**config.mk**
```make
export PLATFORM = sky130hd
export DESIGN_NAME = mpsc_master_cfg
export DESIGN_NICKNAME = d
export VERILOG_FILES = /design/src/hw/mpsc_pkg.sv /design/src/hw/mpsc_master_cfg.sv /design/src/hw/mpsc_spi_slave.sv
export SDC_FILE = /design/constraint.sdc
export NUM_CORES = 1
export LEC_CHECK = 0
export ABC_AREA = 0
export BUFFER_PORTS_ARGS = -buffer_cell sky130_fd_sc_hd__buf_2
export CORE_AREA = 2 2 62 123
export CTS_BUF_LIST = sky130_fd_sc_hd__clkbuf_8 sky130_fd_sc_hd__clkbuf_16
export CTS_CLUSTER_SIZE = 24
export DETAILED_ROUTE_END_ITERATION = 16
export DIE_AREA = 0 0 64 125
export HOLD_SLACK_MARGIN = 0.12
export PLACE_DENSITY = 0.77
export SETUP_SLACK_MARGIN = 0.3
export SYNTH_ARGS = -nofsm -noshare
export SYNTH_HDL_FRONTEND = slang
export SYNTH_HIERARCHICAL = 1
export SYNTH_SLANG_ARGS = --single-unit
```
**constraint.sdc**
```tcl
create_clock -name clk -period 4.4 [get_ports clk]
set_input_delay 0.88 -clock clk [delete_from_list [all_inputs] [get_ports clk]]
set_output_delay 0.88 -clock clk [all_outputs]
set_load 0.005 [all_outputs]
```
**src/hw/mpsc_pkg.sv**
```systemverilog
// Shared constants and types for the master-page sync and SYSREF configuration bank
package mpsc_pkg;

    // Serial frame: read flag, three ignored bits, address, data
    localparam int FRAME_W      = 24;
    localparam int ADDR_W       = 12;
    localparam int DATA_W       = 8;
    localparam int FRM_RW_BIT   = 23;
    localparam int FRM_ADDR_LSB = 8;
    localparam int HDR_W        = 16;
    localparam int CNT_W        = 5;

    // Register offsets
    localparam logic [ADDR_W-1:0] OFS_CM_BIAS   = 12'h032;
    localparam logic [ADDR_W-1:0] OFS_SYNC_TERM = 12'h039;
    localparam logic [ADDR_W-1:0] OFS_DEL_HIGH  = 12'h03C;
    localparam logic [ADDR_W-1:0] OFS_DEL_LOW   = 12'h05A;

    localparam logic [DATA_W-1:0] REG_RST = 8'h00;

    // Field positions
    localparam int BIT_CM_IMP     = 5;
    localparam int BIT_ALWAYS1_HI = 6;
    localparam int BIT_ALWAYS1_LO = 4;
    localparam int BIT_CHB_GATE   = 1;
    localparam int BIT_TERM_OFF   = 0;
    localparam int BIT_DEL_EN     = 6;
    localparam int DEL_HI_MSB     = 1;
    localparam int DEL_HI_LSB     = 0;
    localparam int DEL_LO_MSB     = 7;
    localparam int DEL_LO_LSB     = 5;

    // Writable field masks; everything else is write-only and reads zero
    localparam logic [DATA_W-1:0] MASK_CM_BIAS   = 8'h20;
    localparam logic [DATA_W-1:0] MASK_SYNC_TERM = 8'h03;
    localparam logic [DATA_W-1:0] MASK_DEL_HIGH  = 8'h43;
    localparam logic [DATA_W-1:0] MASK_DEL_LOW   = 8'hE0;

    // Nominal SYSREF delay
    localparam int             DEL_CODE_W     = 5;
    localparam int             DEL_PS_W       = 10;
    localparam int             DEL_FIRST_PS   = 175;
    localparam int             DEL_STEP_PS    = 25;
    localparam logic [4:0]     DEL_FIRST_CODE = 5'h08;
    localparam logic [9:0]     DEL_NONE_PS    = 10'h000;

    typedef struct packed {
        logic [ADDR_W-1:0] addr;
        logic [DATA_W-1:0] data;
    } mpsc_wr_s;

endpackage : mpsc_pkg

```
**src/hw/mpsc_master_cfg.sv**
```systemverilog
// Master-page bank: bias impedance, channel B gating, sync termination, SYSREF delay
`timescale 1ns/10ps
`default_nettype none
// What this block does
// RQ1 - Host writes ones to bits 6,4, zeros elsewhere
// RQ2 - Bias impedance bit selects direct or high-impedance drive
// RQ3 - Channel B power-down honoured only while gate set
// RQ4 - Bit 0 one disconnects sync input termination
// RQ5 - SYSREF delay inserted only while enable bit set
// RQ6 - Delay steps of 25 ps, first 175 ps
// RQ7 - Five-bit code from two registers, high then low
// RQ8 - Code 01000 is 175 ps, each decrement adds 25
// RQ9 - Power-down bit set powers channel B down
// RQ10 - Reset clears all; selected writes update register
module mpsc_master_cfg (
    input  wire logic        clk,
    input  wire logic        rst_n,
    input  wire logic        spi_sclk,
    input  wire logic        spi_sen_n,
    input  wire logic        spi_sdin,
    output logic             spi_sdout,
    output logic             spi_sdout_oe,
    input  wire logic        master_page_sel,
    input  wire logic        chan_b_powerdown,
    output logic             raise_bias_common_impedance,
    output logic             chan_b_powered_down,
    output logic             sync_input_termination_off,
    output logic             sysref_delay_enable,
    output logic [4:0]       sysref_delay_code,
    output logic [9:0]       sysref_delay_ps
);
    // Total nominal delay; codes above the first step saturate, codes below it extend the ramp
    function automatic logic [mpsc_pkg::DEL_PS_W-1:0] delay_ps_of(
        input logic [mpsc_pkg::DEL_CODE_W-1:0] code);
        int steps;
        steps = 0;
        if (code < mpsc_pkg::DEL_FIRST_CODE)
            steps = int'(mpsc_pkg::DEL_FIRST_CODE) - int'(code);
        delay_ps_of = mpsc_pkg::DEL_PS_W'(mpsc_pkg::DEL_FIRST_PS + steps * mpsc_pkg::DEL_STEP_PS);
    endfunction : delay_ps_of

    logic [mpsc_pkg::DATA_W-1:0]    cm_bias_r;
    logic [mpsc_pkg::DATA_W-1:0]    sync_term_r;
    logic [mpsc_pkg::DATA_W-1:0]    del_high_r;
    logic [mpsc_pkg::DATA_W-1:0]    del_low_r;
    logic                           imp_out_r;
    logic                           chb_pd_r;
    logic                           term_off_r;
    logic                           del_en_out_r;
    logic [4:0]                     del_code_out_r;
    logic [9:0]                     del_ps_r;
    logic [mpsc_pkg::ADDR_W-1:0]    rd_addr;
    logic [mpsc_pkg::DATA_W-1:0]    rd_data;
    logic                           wr_vld;
    mpsc_pkg::mpsc_wr_s             wr;

    mpsc_spi_slave u_spi (
        .clk          (clk),
        .rst_n        (rst_n),
        .spi_sclk     (spi_sclk),
        .spi_sen_n    (spi_sen_n),
        .spi_sdin     (spi_sdin),
        .spi_sdout    (spi_sdout),
        .spi_sdout_oe (spi_sdout_oe),
        .rd_addr      (rd_addr),
        .rd_data      (rd_data),
        .wr_vld       (wr_vld),
        .wr           (wr)
    );

    // Writes land only while the master page is selected
    wire wr_sel   = wr_vld & master_page_sel;
    wire wr_cm    = wr_sel && wr.addr == mpsc_pkg::OFS_CM_BIAS;
    wire wr_sync  = wr_sel && wr.addr == mpsc_pkg::OFS_SYNC_TERM;
    wire wr_dhigh = wr_sel && wr.addr == mpsc_pkg::OFS_DEL_HIGH;
    wire wr_dlow  = wr_sel && wr.addr == mpsc_pkg::OFS_DEL_LOW;

    // Must-write-one bits are write-only, so they are accepted but not kept
    wire [mpsc_pkg::DATA_W-1:0] cm_nxt    = wr_cm    ? (wr.data & mpsc_pkg::MASK_CM_BIAS)
                                                     : cm_bias_r;
    wire [mpsc_pkg::DATA_W-1:0] sync_nxt  = wr_sync  ? (wr.data & mpsc_pkg::MASK_SYNC_TERM)
                                                     : sync_term_r;
    wire [mpsc_pkg::DATA_W-1:0] dhigh_nxt = wr_dhigh ? (wr.data & mpsc_pkg::MASK_DEL_HIGH)
                                                     : del_high_r;
    wire [mpsc_pkg::DATA_W-1:0] dlow_nxt  = wr_dlow  ? (wr.data & mpsc_pkg::MASK_DEL_LOW)
                                                     : del_low_r;

    // Unmapped or unselected addresses read zero
    wire [mpsc_pkg::DATA_W-1:0] rd_sel =
        (rd_addr == mpsc_pkg::OFS_CM_BIAS)   ? cm_bias_r   :
        (rd_addr == mpsc_pkg::OFS_SYNC_TERM) ? sync_term_r :
        (rd_addr == mpsc_pkg::OFS_DEL_HIGH)  ? del_high_r  :
        (rd_addr == mpsc_pkg::OFS_DEL_LOW)   ? del_low_r   : mpsc_pkg::REG_RST;
    assign rd_data = master_page_sel ? rd_sel : mpsc_pkg::REG_RST;

    wire       del_en    = del_high_r[mpsc_pkg::BIT_DEL_EN];
    wire [4:0] del_code  = {del_high_r[mpsc_pkg::DEL_HI_MSB:mpsc_pkg::DEL_HI_LSB],
                            del_low_r[mpsc_pkg::DEL_LO_MSB:mpsc_pkg::DEL_LO_LSB]}; // [RQ7]
    wire       chb_gated = sync_term_r[mpsc_pkg::BIT_CHB_GATE] & chan_b_powerdown; // [RQ3] [RQ9]

    always_ff @(posedge clk) begin
        if (!rst_n) begin
            cm_bias_r   <= mpsc_pkg::REG_RST; // [RQ10]
            sync_term_r <= mpsc_pkg::REG_RST;
            del_high_r  <= mpsc_pkg::REG_RST;
            del_low_r   <= mpsc_pkg::REG_RST;
        end else begin
            cm_bias_r   <= cm_nxt; // [RQ10]
            sync_term_r <= sync_nxt;
            del_high_r  <= dhigh_nxt;
            del_low_r   <= dlow_nxt;
        end
    end

    always_ff @(posedge clk) begin
        if (!rst_n) begin
            imp_out_r      <= 1'b0;
            chb_pd_r       <= 1'b0;
            term_off_r     <= 1'b0;
            del_en_out_r   <= 1'b0;
            del_code_out_r <= '0;
            del_ps_r       <= mpsc_pkg::DEL_NONE_PS;
        end else begin
            imp_out_r      <= cm_bias_r[mpsc_pkg::BIT_CM_IMP]; // [RQ2]
            chb_pd_r       <= chb_gated; // [RQ3] [RQ9]
            term_off_r     <= sync_term_r[mpsc_pkg::BIT_TERM_OFF]; // [RQ4]
            del_en_out_r   <= del_en; // [RQ5]
            del_code_out_r <= del_code; // [RQ7]
            // Nothing is added to SYSREF while the delay is disabled
            del_ps_r       <= del_en ? delay_ps_of(del_code) : mpsc_pkg::DEL_NONE_PS; // [RQ5] [RQ6] [RQ8]
        end
    end

    assign raise_bias_common_impedance = imp_out_r;
    assign chan_b_powered_down         = chb_pd_r;
    assign sync_input_termination_off  = term_off_r;
    assign sysref_delay_enable         = del_en_out_r;
    assign sysref_delay_code           = del_code_out_r;
    assign sysref_delay_ps             = del_ps_r;
endmodule : mpsc_master_cfg
`default_nettype wire

```
**src/hw/mpsc_spi_slave.sv**
```systemverilog
// Serial slave that turns host frames into register writes and read answers
`timescale 1ns/10ps
`default_nettype none
module mpsc_spi_slave (
    input  wire logic                         clk,
    input  wire logic                         rst_n,
    input  wire logic                         spi_sclk,
    input  wire logic                         spi_sen_n,
    input  wire logic                         spi_sdin,
    output logic                              spi_sdout,
    output logic                              spi_sdout_oe,
    output logic [mpsc_pkg::ADDR_W-1:0]       rd_addr,
    input  wire logic [mpsc_pkg::DATA_W-1:0]  rd_data,
    output logic                              wr_vld,
    output mpsc_pkg::mpsc_wr_s                wr
);
    logic                           sclk_d_r;
    logic [mpsc_pkg::CNT_W-1:0]     cnt_r;
    logic [mpsc_pkg::FRAME_W-1:0]   shift_r;
    logic [mpsc_pkg::DATA_W-1:0]    rdsh_r;
    logic                           rd_act_r;
    logic                           wr_vld_r;
    mpsc_pkg::mpsc_wr_s             wr_r;
    logic                           sdout_r;
    logic                           oe_r;

    wire                          rise     = spi_sclk & ~sclk_d_r & ~spi_sen_n;
    wire                          fall     = ~spi_sclk & sclk_d_r & ~spi_sen_n;
    wire [mpsc_pkg::FRAME_W-1:0]  word_nxt = {shift_r[mpsc_pkg::FRAME_W-2:0], spi_sdin};
    wire                          hdr_done = rise && cnt_r == mpsc_pkg::CNT_W'(mpsc_pkg::HDR_W-1);
    wire                          frm_done = rise && cnt_r == mpsc_pkg::CNT_W'(mpsc_pkg::FRAME_W-1);
    // At the header's last bit the read flag sits at the header MSB
    wire                          hdr_rd   = word_nxt[mpsc_pkg::HDR_W-1];

    assign rd_addr      = word_nxt[mpsc_pkg::ADDR_W-1:0];
    assign wr_vld       = wr_vld_r;
    assign wr           = wr_r;
    assign spi_sdout    = sdout_r;
    assign spi_sdout_oe = oe_r;

    always_ff @(posedge clk) begin
        if (!rst_n) begin
            sclk_d_r <= 1'b0;
            cnt_r    <= '0;
            shift_r  <= '0;
            rdsh_r   <= '0;
            rd_act_r <= 1'b0;
            wr_vld_r <= 1'b0;
            wr_r     <= '0;
            sdout_r  <= 1'b0;
            oe_r     <= 1'b0;
        end else begin
            sclk_d_r <= spi_sclk;
            wr_vld_r <= frm_done & ~word_nxt[mpsc_pkg::FRM_RW_BIT];
            if (frm_done) begin
                wr_r.addr <= word_nxt[mpsc_pkg::FRM_ADDR_LSB +: mpsc_pkg::ADDR_W];
                wr_r.data <= word_nxt[mpsc_pkg::DATA_W-1:0];
            end
            if (spi_sen_n) begin
                cnt_r    <= '0;
                rd_act_r <= 1'b0;
                oe_r     <= 1'b0;
            end else if (rise) begin
                shift_r <= word_nxt;
                cnt_r   <= cnt_r + 1'b1;
                if (hdr_done) begin
                    rd_act_r <= hdr_rd;
                    rdsh_r   <= rd_data;
                end
            end else if (fall && rd_act_r) begin
                // Data leaves on falling edges so the host can sample on rising ones
                sdout_r <= rdsh_r[mpsc_pkg::DATA_W-1];
                rdsh_r  <= {rdsh_r[mpsc_pkg::DATA_W-2:0], 1'b0};
                oe_r    <= 1'b1;
            end
        end
    end
endmodule : mpsc_spi_slave
`default_nettype wire

```
# --- Yosys cells after proc, flatten, opt, wreduce, memory -nomap -nowiden ---
# Cells that the tools add are included.
# Widths: inputs -> output; s select.
totals:
  reg_bits: 89
op_classes:
  add_sub_neg: 3
  multipliers: 1
  order_cmp: 1
  eq_ne: 11
  n_mux: 10
  n_bitwise: 13
  n_reduce_logical: 15
ops:
  columns: ["operator", "n"]
  rows:
  - ["$eq 12x6->1 const B", 6]
  - ["$mux 32", 2]
  - ["$mux 8", 8]
  - ["$mul 32x6->10 const B", 1]
  - ["$eq 12x7->1 const B", 2]
  - ["$add 9x10->10 const A", 1]
  - ["$reduce_and 2->1", 4]
  - ["$and 1x1->1", 7]
  - ["$logic_and 1x1->1", 7]
  - ["$not 1->1", 6]
  - ["$reduce_and 3->1", 2]
  - ["$sub 4x5->6 const A", 1]
  - ["$add 5x1->5 const B", 1]
  - ["$eq 5x4->1 const B", 1]
  - ["$eq 5x5->1 const B", 1]
  - ["$lt 5x4->1 const B", 1]
  - ["$ne 2x2->1 const B", 1]
  - ["$reduce_bool 2->1", 1]
  - ["$reduce_or 2->1", 1]

# --- Depth between registers and ports, before layout ---
# Gate-level depths: netlist of run 1.
logic_depth:
  word_depth: 8
  mapped_depth: 15

# --- Modules after synthesis ---
# The synthesis of run 1 kept the hierarchy.
by_module_without_submodules:
  columns: ["mod", "n_inst", "cells_each", "area_per_inst_um2"]
  rows:
  - ["mpsc_spi_slave", 1, 293, 2409.8]
  - ["mpsc_master_cfg", 1, 184, 1715.4]

# --- Worst setup path after synthesis of run 1 ---
# No wires, ideal clock.
synth_path:
  path_type: "register to register"
  from: "register del_high_r[0] (netlist bit)"
  to: "register del_ps_r[8], in the netlist sysref_delay_ps[8]"
  arrival_time_ns: 3.399
  t_required_ns: 4.279
  setup_slack_ns: 0.880
  path_stages_with_launch: 13
  n_path_buf: 0
  path_cell_list: "dfxtp_1 -> nor2_1 -> nor4b_1 -> ha_1 -> inv_1 -> fa_1 -> ha_1 -> ha_1 -> ha_1 -> and2_1 -> o21ai_0 -> o21bai_1 -> mux2_2"
synth_via:
  elab_chain_len: 5
  elab_cells_between_ends: 6
synth_lines:
  columns: ["element", "line_no", "source"]
  rows:
  - ["from (decl)", "mpsc_master_cfg.sv:44", "logic [mpsc_pkg::DATA_W-1:0] del_high_r;"]
  - ["from (signal assigned)", "mpsc_master_cfg.sv:105", "del_high_r <= mpsc_pkg::REG_RST;"]
  - ["from (signal assigned)", "mpsc_master_cfg.sv:110", "del_high_r <= dhigh_nxt;"]
  - ["$sub 4x5->6 or $lt 5x4->1 (tied branches)", "mpsc_master_cfg.sv:38, mpsc_master_cfg.sv:37", null]
  - ["$mux 32 *", "mpsc_master_cfg.sv:37", "if (code < mpsc_pkg::DEL_FIRST_CODE)"]
  - ["$mux 32 *", "mpsc_master_cfg.sv:116", "if (!rst_n) begin"]
  - ["$mul 32x6->10 *", "mpsc_master_cfg.sv:39", "delay_ps_of = mpsc_pkg::DEL_PS_W'(mpsc_pkg::DEL_FIRST_PS + steps * mpsc_pkg::DEL_STEP_PS);"]
  - ["$add 9x10->10 *", "mpsc_master_cfg.sv:39", null]
  - ["to (signal assigned)", "mpsc_master_cfg.sv:122", "del_ps_r <= mpsc_pkg::DEL_NONE_PS;"]
  - ["to (signal assigned)", "mpsc_master_cfg.sv:130", "del_ps_r <= del_en ? delay_ps_of(del_code) : mpsc_pkg::DEL_NONE_PS;"]
  - ["to (decl)", "mpsc_master_cfg.sv:51", "logic [9:0] del_ps_r;"]
# Every way passes the cells marked *; elsewhere a longest branch is shown, timed or not. The select of a mux whose other input is x is not followed.
# A chain may end at the register's enable or synchronous reset.

# --- Worst setup path after layout of run 1 ---
layout_path:
  from: "register del_low_r[5] (netlist bit)"
  to: "register del_ps_r[8], in the netlist sysref_delay_ps[8]"
layout_via:
  elab_chain_len: 5
  elab_cells_between_ends: 6
layout_lines:
  columns: ["element", "line_no", "source"]
  rows:
  - ["from (decl)", "mpsc_master_cfg.sv:45", "logic [mpsc_pkg::DATA_W-1:0] del_low_r;"]
  - ["from (signal assigned)", "mpsc_master_cfg.sv:106", "del_low_r <= mpsc_pkg::REG_RST;"]
  - ["from (signal assigned)", "mpsc_master_cfg.sv:111", "del_low_r <= dlow_nxt;"]
  - ["$sub 4x5->6 or $lt 5x4->1 (tied branches)", "mpsc_master_cfg.sv:38, mpsc_master_cfg.sv:37", null]
  - ["$mux 32 *", "mpsc_master_cfg.sv:37", null]
  - ["$mux 32 *", "mpsc_master_cfg.sv:116", null]
  - ["$mul 32x6->10 *", "mpsc_master_cfg.sv:39", null]
  - ["$add 9x10->10 *", "mpsc_master_cfg.sv:39", null]
# Marks and branches as above.

==> metrics, run 1 <==
Row Count 44; CP required 4.63 ns; post-CTS setup buffers 0; clock sinks 86; total power 0.001621 W; die area 8000 um2; Max Cap Viol 0; Synthesis Warnings 6; Synth Instances 465; first-pass detailed-route iteration total 4; share of cells above drive strength 1 11.88%; post-DR vias/cell 5.509; final slew viol count 0; Slew headroom 44.99%; die span in x 64 um; slowest stage delay, CP 0.40 ns; CP dominant cell by count ha_1; CP arrival 3.78 ns; P&R area growth vs syn 10.27%; CP max-delay cell fa_1; WL/cell 13.64 um; hpwl dp 5.158 mm; DR vias 3151; total track usage 20.14%; Worst IR Drop VDD 331.4 uV; status completed; number of global-route vias before repair 2758; Starting Density 56.61%; CTS max path bufs 2; Pleak 1.809 nW; H-tree levels 3; clock-pin slew on the worst setup and hold paths 0.06 ns; post-cts resize count 0; post-route ant nets 0; DRT Wirelength 7.802 mm; FMAX 282.0 MHz; first-pass GRT wire length 12.83 mm; io pins 28; Tmin final 3.546 ns; root buf cell clkbuf_16; DIE HEIGHT 125 um; period utilization 80.60%; final hold vios 0; Ant. Diodes 0; Critical Path Sink Type register; Crit Path Class register to register; Worst Max-Slew Pin Slew 0.8240 ns; Inserted Clock Buffers 9; Setup crit start kind register; 1st-iter DRT viols 186; CP cell instances inv_1 -> ha_1 -> xnor2_1 -> nand2_1 -> ha_1 -> inv_1 -> fa_1 -> ha_1 -> ha_1 -> ha_1 -> and2_1 -> o21ai_0 -> o21bai_1 -> mux2_2; largest net degree at the start of global routing 53; Hold WC Path Type register to register; setup tns final 0 ns; critical path fanouts, max 5; Post-CTS Hold Buffers 0; nets@finish 510; clk_skew 0.005082 ns; Port Buf Inserts 27; setup violators final 0; power per cell area 365.7 nW/um2; CTS tree yes; GR Overflow Total 0; Avg Inst Size Synth 8.645 um2; gpl congestion 0.8315; worst skew pair latency 0.34 ns; unrepaired setup endpoints after global routing no; initial antenna violation count 0; DRC 0; synthesized area 4020 um2; core area 7102 um2
## critical path: cells and delay by family (launching register included)
kind                     cells  cell delay (ns)
adder cells (fa/ha/maj)      6             1.87
flip-flops                   1             0.39
multiplexers                 1             0.35
AND/OR/NAND/NOR              2             0.32
AO/OA/AOI/OAI                2             0.24
XOR/XNOR                     1             0.13
buffers and inverters        2             0.12
## cells in the final DEF (no fill, tap or decap), types with 3 or more instances in the layout
cell type and instances:
a22oi_1 3, nand3_1 21, o21ai_0 20, buf_4 4
a21oi_1 51, nor3_1 13, nand2_1 84, clkbuf_16 9
dfxtp_1 86, nor2b_1 4, conb_1 8, nand3b_1 4
o211ai_1 3, nor2_1 14, mux2i_1 11, xnor2_1 3
and3_1 7, a311oi_1 7, a211oi_1 4, ha_1 24
o21a_1 3, buf_2 27, fa_1 4, inv_1 20
## final cells by class
type,instances,area [um2]
Multi-Input combinational cell,326,2043
Sequential cell,86,1722
Fill cell,598,2669
Tap cell,92,115.1
Clock inverter,5,56.30
Clock buffer,11,252.7
Timing Repair Buffer,31,165.2
Inverter,21,78.83
## path summary, 6_finish.rpt
path,from,endpoint,slack (ns),cells past startpoint
setup / recovery,del_low_r[5]$_SDFFE_PN0P_,sysref_delay_ps[8]$_SDFF_PN0_,0.85,14
hold / removal,u_spi/shift_r[22]$_SDFFE_PN0P_,u_spi/wr_vld$_SDFF_PN0_,0.42,1
hold reg to reg,u_spi/shift_r[22]$_SDFFE_PN0P_,u_spi/wr_vld$_SDFF_PN0_,0.42,1
setup reg to reg,del_low_r[5]$_SDFFE_PN0P_,sysref_delay_ps[8]$_SDFF_PN0_,0.85,14
## metal layers
metal / global-route usage, % / vias up / share of wire [%]
li1: - / 1606 / -
met1: 27.73 / 1466 / 46
met2: 30.76 / 69 / 49
met3: 3.507 / 10 / 4.3
met4: 8.824 / 0 / 1.4
met5: 0 / - / 0
## flip-flops by register name (all words and copies together) (netlist names), 3 cells and up
signal	count
u_spi/shift_r	23
u_spi/wr	17
sysref_delay_ps	10
u_spi/rdsh_r	8
sysref_delay_code	5
u_spi/cnt_r	5
del_high_r	3
del_low_r	3
## power breakdown
group          leakage [nW]  internal, W  switching, W
clock                 0.152     0.000470      0.000303
combinational         0.964    0.0000205     0.0000453
sequential            0.693     0.000780    0.00000185
total                  1.81      0.00127      0.000350
## stage by stage
step           std cells  utilization (%)  worst slack (ns)  hold WS (ns)  instance area, um2
2_1_floorplan        472                -            0.8800        0.4006                4046
3_3_place_gp         556            58.07            0.9802        0.4098                4124
3_5_place_dp         556            58.07            0.8992        0.4161                4124
4_1_cts              572            62.42            0.8645        0.4254                4433
5_1_grt              572            62.42            0.6602        0.4411                4433
6_report             572            62.42            0.8536        0.4197                4433
No activity file was read; power rests on OpenSTA's default activity.
==> run 2, diff against run 1 <==
Settings changed: ABC_AREA 0 to 1, CORE_AREA 2 2 62 123 to 2 2 67 133, DIE_AREA 0 0 64 125 to 0 0 69 135, PLACE_DENSITY 0.77 to 0.75.
Clock period 4.4 ns to 3.2 ns, I/O delays scaled along.
==> run 2 against run 1 <==
Via count is 23% higher; routed wire length is 26% higher; worst setup slack worse by 0.77 ns; flip-flop and latch count stayed put; critical path depth is 4 higher; combinational power grew to 2.9 times the previous value; cell count is 29% higher; global-route usage is 1.4 points higher; non-clock buffer count is 18 higher; register-to-register slack worse by 0.77 ns; clock power is 26% higher; largest power group unchanged.
==> metrics, run 2 <==
root buf cell clkbuf_16; CP required 3.43 ns (-1.20 ns); unrepaired setup endpoints after global routing yes; Pleak 2.369 nW (+31%); CP max-delay cell fa_2; hpwl dp 7.042 mm (+37%); Placed Area 4614 um2 (+12%); CP top delay family adder cells; post-DR vias/cell 5.231 (-5.0%); WP buf/inv 3 (+1); Worst IR Drop VDD 308.7 uV (-6.9%); post-route ant nets 0 (unchanged); Setup crit start del_low_r[6]$_SDFFE_PN0P_; DRT Wirelength 9.852 mm (+26%); gpl congestion 0.9358 (+13%); die span in x 69 um (+7.8%); CTS max path bufs 2 (unchanged); total track usage 21.55% (+1.4 points); share of cells above drive strength 1 19.94% (+8.1 points); Critical Path Sink Type register; Inserted Clock Buffers 9 (unchanged); Max Cap Viol 0 (unchanged); DIE HEIGHT 135 um (+8.0%); clock-pin slew on the worst setup and hold paths 0.06 ns (about the same); Tmin final 3.117 ns (-0.4296 ns); largest net degree at the start of global routing 47 (-11%); hold_ws 0.4537 ns (+0.03402 ns); status completed; period utilization 97.40% (+17 points); reg2reg path depth 18 (+4); nets@finish 673 (+32%); io pins 28 (unchanged); number of flip-flops in the largest register 23 (unchanged); register with the most flip-flops u_spi/shift_r; WL/cell 13.31 um (-2.4%); DR vias 3871 (+23%); Worst R2R End sysref_delay_ps[9]$_SDFF_PN0_; worst setup path end sysref_delay_ps[9]$_SDFF_PN0_; power per cell area 446.0 nW/um2 (+22%); Filler Cells Inserted 732 (+22%); GR Overflow Total 0 (unchanged); CP arrival 3.34 ns (-0.44 ns); P&R area growth vs syn 15.70%; first-pass detailed-route iteration total 5 (+1); reg-to-reg slack, setup 0.08 ns (-0.77 ns); Setup crit start kind register; Slew headroom 48.16% (+3.2 points); most frequent cells in the layout nand2_1 (121), nor2_1 (117), dfxtp_1 (84); clock sinks 86 (unchanged); critical path fanouts, max 2 (-3); Ant. Diodes 0 (unchanged); Starting Density 53.25% (-3.4 points); FMAX 320.8 MHz (+14%); die area 9315 um2 (+16%); CTS tree yes; instance count on the critical path 18 (+4); core area 8233 um2 (+16%); DRC 0 (unchanged); H-tree levels 3 (unchanged); Avg Inst Size Synth 7.259 um2 (-16%); synthesized area 4384 um2 (+9.1%); Row Count 47 (+6.8%); Synthesis Warnings 6 (unchanged); Hold WC Path Type register to register; slowest stage delay, CP 0.54 ns (+0.14 ns); initial antenna violation count 0 (unchanged); leading cell type in the layout, fill and taps excluded nand2_1; Worst Max-Slew Pin Slew 0.7767 ns (-0.04727 ns); number of global-route vias before repair 3625 (+31%); first-pass GRT wire length 16.19 mm (+26%); R2R Path Start del_low_r[6]$_SDFFE_PN0P_; Port Buf Inserts 27 (unchanged); Synth Instances 604 (+30%); Non-Filler Cell Area, Final 5072 um2 (+14%); setup violators final 0 (unchanged); 1st-iter DRT viols 158 (-15%); Crit Path Class register to register; worst skew pair latency 0.34 ns (about the same); CP cell instances inv_2 -> ha_4 -> nand2_2 -> nand2_2 -> nor2_4 -> inv_2 -> ha_4 -> inv_2 -> fa_2 -> ha_4 -> fa_2 -> ha_4 -> nand2_4 -> nor2_2 -> a211oi_2 -> nand3_1 -> nand2_1 -> nor2_1; CP dominant cell by count ha_4; final hold vios 0 (unchanged); final slew viol count 0 (unchanged); clk_skew 0.003887 ns (-0.001195 ns)
[run 2: metrics by stage]
step	total power (W)	setup slack (ns)	util, %	instances	setup TNS (ns)
final	0.002262	0.08322	61.61	740	0
after CTS	0.002267	0.1331	60.30	735	0
after floorplan	0.001268	0.3115	-	611	0
after global placement	0.001284	-0.04904	56.05	719	-0.04904
after global routing	0.002356	-0.06812	61.61	740	-0.06812
after detailed placement	0.001290	-0.1101	56.05	719	-0.1698
[run 2: worst min-delay path by stage]
stage / start / end / slack (ns) / cells past startpoint
detailed placement: u_spi/spi_sdout_oe$_SDFFE_PP0P_ / u_spi/spi_sdout_oe$_SDFFE_PP0P_ / 0.45 / 2
global placement: u_spi/spi_sdout_oe$_SDFFE_PP0P_ / u_spi/spi_sdout_oe$_SDFFE_PP0P_ / 0.44 / 2
floorplan: u_spi/shift_r[22]$_SDFFE_PN0P_ / u_spi/wr_vld$_SDFF_PN0_ / 0.40 / 1
finish: u_spi/spi_sdout_oe$_SDFFE_PP0P_ / u_spi/spi_sdout_oe$_SDFFE_PP0P_ / 0.45 / 2
global route: u_spi/shift_r[12]$_SDFFE_PN0P_ / u_spi/shift_r[12]$_SDFFE_PN0P_ / 0.48 / 1
CTS: u_spi/spi_sdout_oe$_SDFFE_PP0P_ / u_spi/spi_sdout_oe$_SDFFE_PP0P_ / 0.46 / 2
[run 2: final cells by class]
class                           instances  area (um2)  share of cell area (%)
Clock inverter                          5       35.03                  0.6907
Inverter                               71       269.0                   5.303
Sequential cell                        86        1724                   33.99
Multi-Input combinational cell        421        2375                   46.82
Clock buffer                           10       239.0                   4.711
Tap cell                               98       122.6                   2.417
Timing Repair Buffer                   49       307.8                   6.068
[run 2: what timing repair did]
action	CTS	global route
buffers inserted	1	5
hold buffers	0	0
pin swaps	11	6
endpoints found under the setup margin	3	5
gates resized for setup	16	17
[run 2: worst register-to-register path, delay by kind of cell (launching register included)]
family / cells / cell delay (ns)
flip-flops: 1 / 0.34
adder cells (fa/ha/maj): 6 / 1.82
AND/OR/NAND/NOR: 8 / 0.53
AO/OA/AOI/OAI: 1 / 0.18
buffers and inverters: 3 / 0.14
[run 2: layer usage]
metal,up-vias,wire length (um),track usage (%)
met5,-,0,0
met4,0,385,11.44
met3,28,297,3.806
met2,70,5636,41.61
met1,1824,3533,21.25
li1,1949,-,-
[run 2: where the power goes]
group,switching [W],total (W),internal [W],leakage [nW]
logic,0.000115,0.000188,0.0000724,1.53
registers,0.0000137,0.00110,0.00109,0.697
clock network,0.000428,0.000973,0.000545,0.141
